`src/rtl/tlm_cfg.svh`:
```
`ifndef TLM_CFG_SVH
`define TLM_CFG_SVH

// register byte addresses (index times four)
`define TLM_IDX_CTRL 0
`define TLM_IDX_BSTAT 1
`define TLM_IDX_DSTAT 17
`define TLM_IDX_OPS 18
`define TLM_ADDR_CTRL 12'(4 * `TLM_IDX_CTRL)
`define TLM_ADDR_BSTAT 12'(4 * `TLM_IDX_BSTAT)
`define TLM_ADDR_DSTAT 12'(4 * `TLM_IDX_DSTAT)
`define TLM_ADDR_OPS 12'(4 * `TLM_IDX_OPS)

// field positions
`define TLM_CTRL_FDX 8
`define TLM_BSTAT_LINK 2
`define TLM_DSTAT_LINK 0
`define TLM_OPS_SQ_INH 0

// reset values
`define TLM_RST_FDX 1'h0
`define TLM_RST_SQ_INH 1'h0
`define TLM_RST_WORD 32'h0000_0000

// timing
`define TLM_CLK_KHZ 40000
`define TLM_NLP_MS 16
`define TLM_LOSS_MS 82
`define TLM_MII_KHZ 2500
`define TLM_MII_HALF (`TLM_CLK_KHZ / `TLM_MII_KHZ / 2)
`define TLM_NLP_NEED 8
`define TLM_LOCK_BITS 3

`endif

```
`src/rtl/tlm_pkg.sv`:
```
package tlm_pkg;

  typedef enum logic [2:0] {
    TLM_INVALID = 3'h1,
    TLM_WAIT_END = 3'h2,
    TLM_VALID = 3'h4
  } tlm_link_e;

  typedef logic [21:0] tlm_cnt_t;

endpackage : tlm_pkg

```
`src/rtl/tlm_pulse_timer.sv`:
```
module tlm_pulse_timer
  import tlm_pkg::*;
#(
  parameter int unsigned PERIOD = 16
) (
  input wire logic clk, // system clock
  input wire logic rst, // sync reset, high
  input wire logic restart, // clear count
  input wire logic run, // count enable
  output logic tick // one-cycle pulse each period
);

  typedef struct packed {
    tlm_cnt_t cnt;
    logic tick;
  } tlm_tmr_s;

  localparam tlm_cnt_t LAST = tlm_cnt_t'(PERIOD - 1);

  tlm_tmr_s s_q;
  tlm_tmr_s s_d;

  always_comb begin
    s_d = s_q;
    s_d.tick = 1'b0;
    if (restart) begin
      s_d.cnt = '0;
    end else if (run) begin
      if (s_q.cnt == LAST) begin
        s_d.cnt = '0;
        s_d.tick = 1'b1;
      end else begin
        s_d.cnt = s_q.cnt + tlm_cnt_t'(1);
      end
    end
  end

  always_ff @(posedge clk) begin
    if (rst) begin
      s_q <= '0;
    end else begin
      s_q <= s_d;
    end
  end

  assign tick = s_q.tick;

endmodule : tlm_pulse_timer

```
`src/rtl/tlm_link_monitor.sv`:
```
// How it works
// - lock recovered clock from preamble while receiving
// - send link pulse every 16 ms idle
// - link pulses continue during reception
// - link pulses never cause collision indication
// - link bit readable in two status registers
// - link bit latches low on any drop
// - more than seven pulses make link valid
// - inhibit set: any valid data qualifies
// - inhibit clear: data needs trailing idle marker
// - pulses or qualifying data keep link valid
// - silence beyond 82 ms makes link invalid
// - valid data needs three locked bit times
// - invalid link waits for packet end
// - becoming valid does not set latched bit
// - append idle marker after each transmit
// - half duplex: carrier on transmit or receive
// - full duplex: carrier only on receive
// - interface clock runs at 2.5 MHz
`include "tlm_cfg.svh"
module tlm_link_monitor
  import tlm_pkg::*;
#(
  parameter int unsigned NLP_CYCLES = `TLM_NLP_MS * `TLM_CLK_KHZ,
  parameter int unsigned LOSS_CYCLES = `TLM_LOSS_MS * `TLM_CLK_KHZ
) (
  input wire logic clk, // 40 MHz system clock
  input wire logic rst, // sync reset, high
  input wire logic psel, // apb select
  input wire logic penable, // apb access phase
  input wire logic pwrite, // apb write
  input wire logic [11:0] paddr, // apb byte address
  input wire logic [31:0] pwdata, // apb write data
  output logic [31:0] prdata, // apb read data
  output logic pready, // apb ready
  output logic pslverr, // apb error, unmapped
  input wire logic rxActive, // receive energy present
  input wire logic rxPreamble, // pulse, preamble seen
  input wire logic rxPllLock, // receive loop holds lock
  input wire logic rxBitStrobe, // pulse per recovered bit
  input wire logic rxNlp, // pulse, valid link pulse received
  input wire logic rxIdleMarker, // pulse, valid idle marker received
  input wire logic txEn, // mac transmit enable
  output logic rxClkRecovered, // mac receive clock from recovery loop
  output logic normalLinkPulse, // pulse, emit link pulse on line
  output logic txIdleMarker, // pulse, append idle marker
  output logic carrierSenseOut, // carrier sense to mac
  output logic miiClk, // 2.5 MHz interface clock
  output logic linkValid // current link state
);

  typedef struct packed {
    tlm_link_e state;
    logic [3:0] nlpCnt;
    logic [1:0] bitCnt;
    logic dataOk;
    logic idleSeen;
    logic rxActPrev;
    logic recover;
    logic linkLatch;
    logic sqInh;
    logic fdx;
    logic carrier_sense_out;
    logic txEnPrev;
    logic idleMark;
    logic [2:0] miiDiv;
    logic miiClk;
    logic [31:0] prdata;
    logic pslverr;
  } tlm_mon_s;

  tlm_mon_s s_q;
  tlm_mon_s s_d;

  logic nlpTick;
  logic lossTick;
  logic setup;
  logic access;
  logic readLink;
  logic pktEnd;
  logic qualified;
  logic lossRestart;

  function automatic logic isMapped(input logic [11:0] a);
    isMapped = (a == `TLM_ADDR_CTRL) || (a == `TLM_ADDR_BSTAT) ||
               (a == `TLM_ADDR_DSTAT) || (a == `TLM_ADDR_OPS);
  endfunction : isMapped

  function automatic logic isLinkReg(input logic [11:0] a);
    isLinkReg = (a == `TLM_ADDR_BSTAT) || (a == `TLM_ADDR_DSTAT);
  endfunction : isLinkReg

  assign setup = psel && !penable;
  assign access = psel && penable;
  assign pready = 1'b1;
  assign readLink = access && !pwrite && isLinkReg(paddr);
  assign pktEnd = s_q.rxActPrev && !rxActive;
  // idle marker may arrive in the very cycle that energy drops
  assign qualified = pktEnd && s_q.dataOk &&
                     (s_q.sqInh || s_q.idleSeen || rxIdleMarker);
  assign lossRestart = (s_q.state != TLM_VALID) || rxNlp || qualified;

  // link pulses run off txEn only, so reception never stops them
  tlm_pulse_timer #(
    .PERIOD(NLP_CYCLES)
  ) u_nlp (
    .clk(clk),
    .rst(rst),
    .restart(txEn),
    .run(1'b1),
    .tick(nlpTick)
  );

  // held while a valid packet is in progress
  tlm_pulse_timer #(
    .PERIOD(LOSS_CYCLES)
  ) u_loss (
    .clk(clk),
    .rst(rst),
    .restart(lossRestart),
    .run(!s_q.dataOk),
    .tick(lossTick)
  );

  always_comb begin
    s_d = s_q;
    s_d.rxActPrev = rxActive;
    s_d.txEnPrev = txEn;
    s_d.idleMark = s_q.txEnPrev && !txEn;
    // no collision path exists from the pulse generator
    s_d.carrier_sense_out = rxActive || (!s_q.fdx && txEn);

    if (s_q.miiDiv == 3'(`TLM_MII_HALF - 1)) begin
      s_d.miiDiv = 3'h0;
      s_d.miiClk = !s_q.miiClk;
    end else begin
      s_d.miiDiv = s_q.miiDiv + 3'h1;
    end

    if (!rxActive) begin
      s_d.recover = 1'b0;
      s_d.bitCnt = 2'h0;
      s_d.dataOk = 1'b0;
      s_d.idleSeen = 1'b0;
    end else begin
      if (rxPreamble) begin
        s_d.recover = 1'b1;
      end
      if (!rxPllLock) begin
        s_d.bitCnt = 2'h0;
      end else if (rxBitStrobe && s_q.bitCnt != 2'(`TLM_LOCK_BITS)) begin
        s_d.bitCnt = s_q.bitCnt + 2'h1;
      end
      if (s_q.bitCnt == 2'(`TLM_LOCK_BITS)) begin
        s_d.dataOk = 1'b1;
      end
      if (rxIdleMarker) begin
        s_d.idleSeen = 1'b1;
      end
    end

    unique case (s_q.state)
      TLM_INVALID: begin
        if (s_q.dataOk) begin
          s_d.state = TLM_WAIT_END;
          s_d.nlpCnt = 4'h0;
        end else if (rxNlp) begin
          if (s_q.nlpCnt == 4'(`TLM_NLP_NEED - 1)) begin
            s_d.state = TLM_VALID;
            s_d.nlpCnt = 4'h0;
          end else begin
            s_d.nlpCnt = s_q.nlpCnt + 4'h1;
          end
        end
      end
      TLM_WAIT_END: begin
        if (pktEnd) begin
          s_d.state = qualified ? TLM_VALID : TLM_INVALID;
        end
      end
      TLM_VALID: begin
        // a pulse or packet in the expiry cycle still keeps the link
        if (lossTick && !lossRestart) begin
          s_d.state = TLM_INVALID;
        end
      end
      default: begin
        s_d.state = TLM_INVALID;
        s_d.nlpCnt = 4'h0;
      end
    endcase

    // a drop in the read cycle still shows, since the reload uses the new state
    if (readLink) begin
      s_d.linkLatch = (s_d.state == TLM_VALID);
    end else begin
      s_d.linkLatch = s_q.linkLatch && (s_d.state == TLM_VALID);
    end

    if (setup) begin
      s_d.pslverr = !isMapped(paddr);
      s_d.prdata = `TLM_RST_WORD;
      if (!pwrite) begin
        case (paddr)
          `TLM_ADDR_CTRL: s_d.prdata[`TLM_CTRL_FDX] = s_q.fdx;
          `TLM_ADDR_BSTAT: s_d.prdata[`TLM_BSTAT_LINK] = s_q.linkLatch;
          `TLM_ADDR_DSTAT: s_d.prdata[`TLM_DSTAT_LINK] = s_q.linkLatch;
          `TLM_ADDR_OPS: s_d.prdata[`TLM_OPS_SQ_INH] = s_q.sqInh;
          default: s_d.prdata = `TLM_RST_WORD;
        endcase
      end
    end
    if (access && pwrite) begin
      if (paddr == `TLM_ADDR_CTRL) begin
        s_d.fdx = pwdata[`TLM_CTRL_FDX];
      end
      if (paddr == `TLM_ADDR_OPS) begin
        s_d.sqInh = pwdata[`TLM_OPS_SQ_INH];
      end
    end
  end

  always_ff @(posedge clk) begin
    if (rst) begin
      s_q <= '0;
      s_q.state <= TLM_INVALID;
      s_q.fdx <= `TLM_RST_FDX;
      s_q.sqInh <= `TLM_RST_SQ_INH;
    end else begin
      s_q <= s_d;
    end
  end

  assign prdata = s_q.prdata;
  assign pslverr = s_q.pslverr;
  assign rxClkRecovered = s_q.recover;
  assign normalLinkPulse = nlpTick;
  assign txIdleMarker = s_q.idleMark;
  assign carrierSenseOut = s_q.carrier_sense_out;
  assign miiClk = s_q.miiClk;
  assign linkValid = (s_q.state == TLM_VALID);
endmodule : tlm_link_monitor

```
`config.mk`:
```
export PLATFORM = sky130hd
export DESIGN_NAME = tlm_link_monitor
export DESIGN_NICKNAME = d
export VERILOG_FILES = /design/src/rtl/tlm_pkg.sv /design/src/rtl/tlm_pulse_timer.sv /design/src/rtl/tlm_link_monitor.sv
export VERILOG_INCLUDE_DIRS = /design/src /design/src/rtl
export SDC_FILE = /design/constraint.sdc
export NUM_CORES = 1
export LEC_CHECK = 0
export ABC_CLOCK_PERIOD_IN_PS = 2150
export BUFFER_PORTS_ARGS = -buffer_cell sky130_fd_sc_hd__buf_2
export CORE_MARGIN = 2
export CORE_UTILIZATION = 48
export CTS_BUF_LIST = sky130_fd_sc_hd__clkbuf_16
export CTS_CLUSTER_SIZE = 14
export DETAILED_ROUTE_END_ITERATION = 6
export HOLD_SLACK_MARGIN = 0.15
export PLACE_DENSITY_LB_ADDON = 0.05
export SLEW_MARGIN = 20
export SYNTH_ARGS = -nofsm -noshare
export SYNTH_HDL_FRONTEND = slang
export SYNTH_HIERARCHICAL = 1
export SYNTH_SLANG_ARGS = --single-unit
```
`constraint.sdc`:
```
create_clock -name clk -period 2.15 [get_ports clk]
set_clock_uncertainty 0.15 [all_clocks]
set_input_delay 0.1075 -clock clk [delete_from_list [all_inputs] [get_ports clk]]
set_output_delay 0.1075 -clock clk [all_outputs]
set_load 0.01 [all_outputs]
```
# Yosys cells after proc, flatten, opt, wreduce, memory -nomap -nowiden
# Index checks and enable logic that the tools add are counted.
[word_totals]
register_bits = 102
in_bits = 56
out_inout_bits = 40
word_cells = 103
[op_classes]
add_sub_neg = 5
n_eq_ne = 15
n_mux = 17
bitwise_logic = 3
n_reduce_logical = 42
[op_table]
columns = ["cell", "n"]
rows = [
  ["adder 22 x 1 -> 22 bit (second input constant)", 2],
  ["== test 12 x 7 -> 1 bit (second input constant)", 2],
  ["== test 22 x 20 -> 1 bit (second input constant)", 1],
  ["== test 22 bit (second input constant)", 1],
  ["two-way mux 22 bit", 1],
  ["two-way mux 7 bit", 2],
  ["logical AND 1 bit", 13],
  ["== test 12 x 3 -> 1 bit (second input constant)", 1],
  ["zero test 12 bit", 1],
  ["two-way mux 3 bit", 4],
  ["OR reduction 2 bit", 5],
  ["== test 3 bit (second input constant)", 3],
  ["logical OR 1 bit", 9],
  ["two-way mux 9 bit", 1],
  ["case mux 3 bit (3 select lines)", 1],
  ["OR reduction 3 bit", 3],
  ["zero test 1 bit", 8],
  ["case mux 4 bit (2 select lines)", 1],
  ["!= test 3 bit (second input constant)", 2],
  ["AND reduction 2 bit", 3],
  ["two-way mux 1 bit", 5],
  ["adder 4 x 1 -> 4 bit (second input constant)", 1],
  ["== test 4 x 3 -> 1 bit (second input constant)", 1],
  ["two-way mux 4 bit", 1],
  ["8 further kinds", 10],
]

# Longest topological paths before layout
[depth]
ltp_word = 12
mapped_depth = 8
depth_no_buf = 6

# Modules after synthesis
# The synthesis kept the hierarchy.
[by_module_without_submodules]
columns = ["mod", "instances", "cells_each", "area_each_um2", "seq_area_each_um2"]
rows = [
  ["tlm_link_monitor", 1, 178, 1534.0, 540.5],
  ["tlm_pulse_timer at u_nlp", 1, 122, 1063.5, 460.4],
  ["tlm_pulse_timer at u_loss", 1, 120, 1061.0, 460.4],
]

# Worst setup path before layout
# No wires, ideal clock.
[synth_timing]
path_type = "register to register"
from = "register u_loss/s_q[13] in the netlist's numbering"
to = "register u_loss/s_q[21] in the netlist's numbering"
setup_time_ps = 122
t_arrival_ps = 1939
t_required_ps = 1878
path_slack_ps = -61
stages_incl_launch_ff = 6
n_path_buf = 1
period_less_slack_ps = 2211
cell_sequence = "dfxtp_1 -> or4b_1 -> or4_4 -> o31ai_4 -> buf_6 -> a21oi_1"
[synth_between]
elab_chain_cells = 2
word_cells_on_any_way = 3
cone_classes = "add/sub: 1; eq/ne: 1; mux: 1"
[synth_rtl]
columns = ["element", "line", "source"]
rows = [
  ["start, declared", "tlm_pulse_timer.sv:20", "tlm_tmr_s s_q;"],
  ["start signal, assigned", "tlm_pulse_timer.sv:40", "s_q <= '0;"],
  ["start signal, assigned", "tlm_pulse_timer.sv:42", "s_q <= s_d;"],
  ["adder 22 x 1 -> 22 bit or == test 22 bit (tied branches)", "tlm_pulse_timer.sv:33, tlm_pulse_timer.sv:29", ""],
  ["two-way mux 22 bit *", "tlm_pulse_timer.sv:29", "if (s_q.cnt == LAST) begin"],
]
# Every way passes the cells marked *; elsewhere a longest branch is shown, timed or not.
# A chain may end at the register's enable or synchronous reset.

==> qor.csv <==
metric,value,unit
outcome,completed,
core,0.00733,mm2
fmax,0.478,GHz
synthTopCellsByArea,"dfxtp_1 (40%), buf_4 (7.0%), nor2_1 (5.0%)",
syn_area_per_cell,8.71,um2
design_power_total,3.23,mW
final_layout_size_suffix_gt1_frac,0.180,
grt_overflow,0,
synth_largest_area_cell,dfxtp_1,
yosys_warnings,6,
grt_pass1_vias,2807,
vias_per_cell,5.20,
p_seq_frac,0.427,
die_area,0.00834,mm2
period_minus_slack,2.09,ns
max-cap-violations,0,
synth_cells,420,
power.share.combinational,0.053,
synthToLayoutAreaGrowth,24.3,%
drtIter0Drc,88,
synth-async-reset-ratio,0,
grt_max_degree,24,
grt_pass1_wl,12900,um
place_hpwl,5040,um
synth-edff-count,0,
fin_nets,557,
power_frac_clock,0.520,
drt-pass1-iter-count,4,
drc_errors,0,
post-synth-top-count-cell,dfxtp_1,
p_leak,1.72,nW
cpMostUsedCell,dlygate4sd3_1,
die_y,91.3,um
crit_buf_inv,3,
ant_nets,0,
required,2.26,ns
slowest_stage,dlygate4sd3_1,
cp_max_fo,7,
clkLatencyLatePin,0.33,ns
ir_drop,0.466,mV
p_sw,0.657,mW
power_density,709,mW/mm2
critPathArrivalTime,2.20,ns
maxSlewViolCount,0,
initial_core_util,0.499,
cp_top_family,buffers and inverters,
end_kind,register,
synth_cell_type_count,57,
swShare,0.204,
fin_ws,0.0579,ns
numCtsBuffers,9,
num_vias,3113,
cts_tree,built,
multi_input_area,0.00197,mm2
crit_chain,dlygate4sd3_1 -> buf_2 -> nand4b_1 -> nor4_2 -> nand3_1 -> dlygate4sd3_1 -> a21oi_1,
cts-htree-levels,3,
antenna_found_initial,0,
hold_ws,0.192,ns
io_buffers,35,
seqCellArea,0.00146,mm2
timing.final.crit_share,0.973,
antennaDiodeCount,0,
worstSetupPathType,input port to register,
cts_root_buf,clkbuf_16,
synth_common_cells,"dfxtp_1 (73), nor2_1 (49), buf_4 (34)",
ys_ff_latch,73,
num_rows,31,
setup_violations,0,
clock-sinks,73,
synth_top_area_share,0.399,
cts_buffer_depth,2,
slowest_delay,0.58,ns
hold_viol,0,
synth_top_flop_cell,dfxtp_1,
fin_tns_setup,0,ns
gp_congestion,0.778,
start_kind,input port,
hold_path_class,input port to register,
ioPinCount,96,
ys_seq_area_frac,0.399,
p_int,2.57,mW
path_clk_slew,0.05,ns
dp_worst_setup_slack,0.0565,ns
fp.dieW,91.3,um
rsz0062_at_grt,false,
final.fill_count,640,
drt-total-wl,7720,um
wl_per_cell,12.9,um
grt_usage,0.190,
syn_area,0.00366,mm2
[path summary, 6_finish.rpt]
check / startpoint / end / slack (ns) / depth (start not counted)
min reg2reg: s_q[34] / s_q[34] / 0.29 / 1
min: paddr[8] / s_q[41] / 0.19 / 5
max: paddr[2] / s_q[40] / 0.06 / 7
max reg2reg: u_loss/s_q[13] / u_loss/s_q[20] / 0.08 / 5
[power groups by stage]
stage | Clock (mW) | Combinational, mW | Sequential, mW
after CTS | 1.71 | 0.165 | 1.38
after floorplan | 0 | 0.127 | 1.41
after global placement | 0 | 0.132 | 1.41
after global routing | 1.77 | 0.190 | 1.38
final | 1.68 | 0.171 | 1.38
after detailed placement | 0 | 0.134 | 1.41
[cell families (layout without fill, tap and decap cells)]
| logic type | after synthesis | after routing | synth area share |
|---|---|---|---|
| flops | 73 | 73 | 0.399 |
| compound gates | 58 | 58 | 0.103 |
| mux | 4 | 4 | 0.0109 |
| other cells | 2 | 31 | 0.00205 |
| simple gates | 189 | 189 | 0.294 |
| buf+inv | 58 | 109 | 0.0988 |
| fa+ha+maj | 6 | 6 | 0.0205 |
| xor+xnor | 30 | 30 | 0.0718 |
[what timing repair did]
item                                   in CTS  in global routing
endpoints found under the hold margin      49                  0
setup buffers                               0                  0
setup endpoints to repair                   0                  5
resized for setup                           0                  5
hold buffers                               27                  0
[cells in the final DEF, fill, tap and decap left out, drive strengths merged, types with 6 or more instances in the layout]
master	n
nor4	8
nand4	16
o21ai	19
xnor2	19
ha	6
nand3	18
buf	55
nor3	9
xor2	11
a21oi	19
dlygate4sd3	26
nand2	22
conb	31
inv	12
or3	14
clkbuf	10
dfxtp	73
nor2	49
or4	10
[worst register-to-register path, stage by stage (launching register included)]
cell and delay, ns:
dfxtp_1 0.31, or4b_1 0.51, or4_4 0.52, o31ai_4 0.23, buf_12 0.19, a21oi_1 0.06
[sequential cells by signal (all words and copies together), names as in the netlist, 3 cells and up]
signal      cells
prdata          3
s_q            19
u_loss/s_q     22
u_nlp/s_q      22
[layer usage]
layer,up-vias,track usage,routed length (um)
met4,0,0.0859,140
met2,68,0.309,3550
met3,13,0.0349,274
met1,1445,0.245,3760
met5,-,0,0
li1,1587,-,-
[area by class of cell]
cell class	instances	share of cell area
inverters	11	0.00908
repair buffers	82	0.136
multi-input cells	318	0.432
well taps	99	0.0272
flip-flops and latches	73	0.321
clock buffers	9	0.0495
clock inverters	7	0.0242
[stage by stage]
| step | cell area, um2 | utilization | cells |
|---|---|---|---|
| 5_1_grt | 4550 | 0.620 | 599 |
| 4_1_cts | 4540 | 0.619 | 600 |
| 2_1_floorplan | 3770 | - | 449 |
| 3_5_place_dp | 3930 | 0.536 | 557 |
| 3_3_place_gp | 3930 | 0.536 | 557 |
| 6_report | 4550 | 0.620 | 599 |
Note: power is estimated with default switching activity, not from simulation.
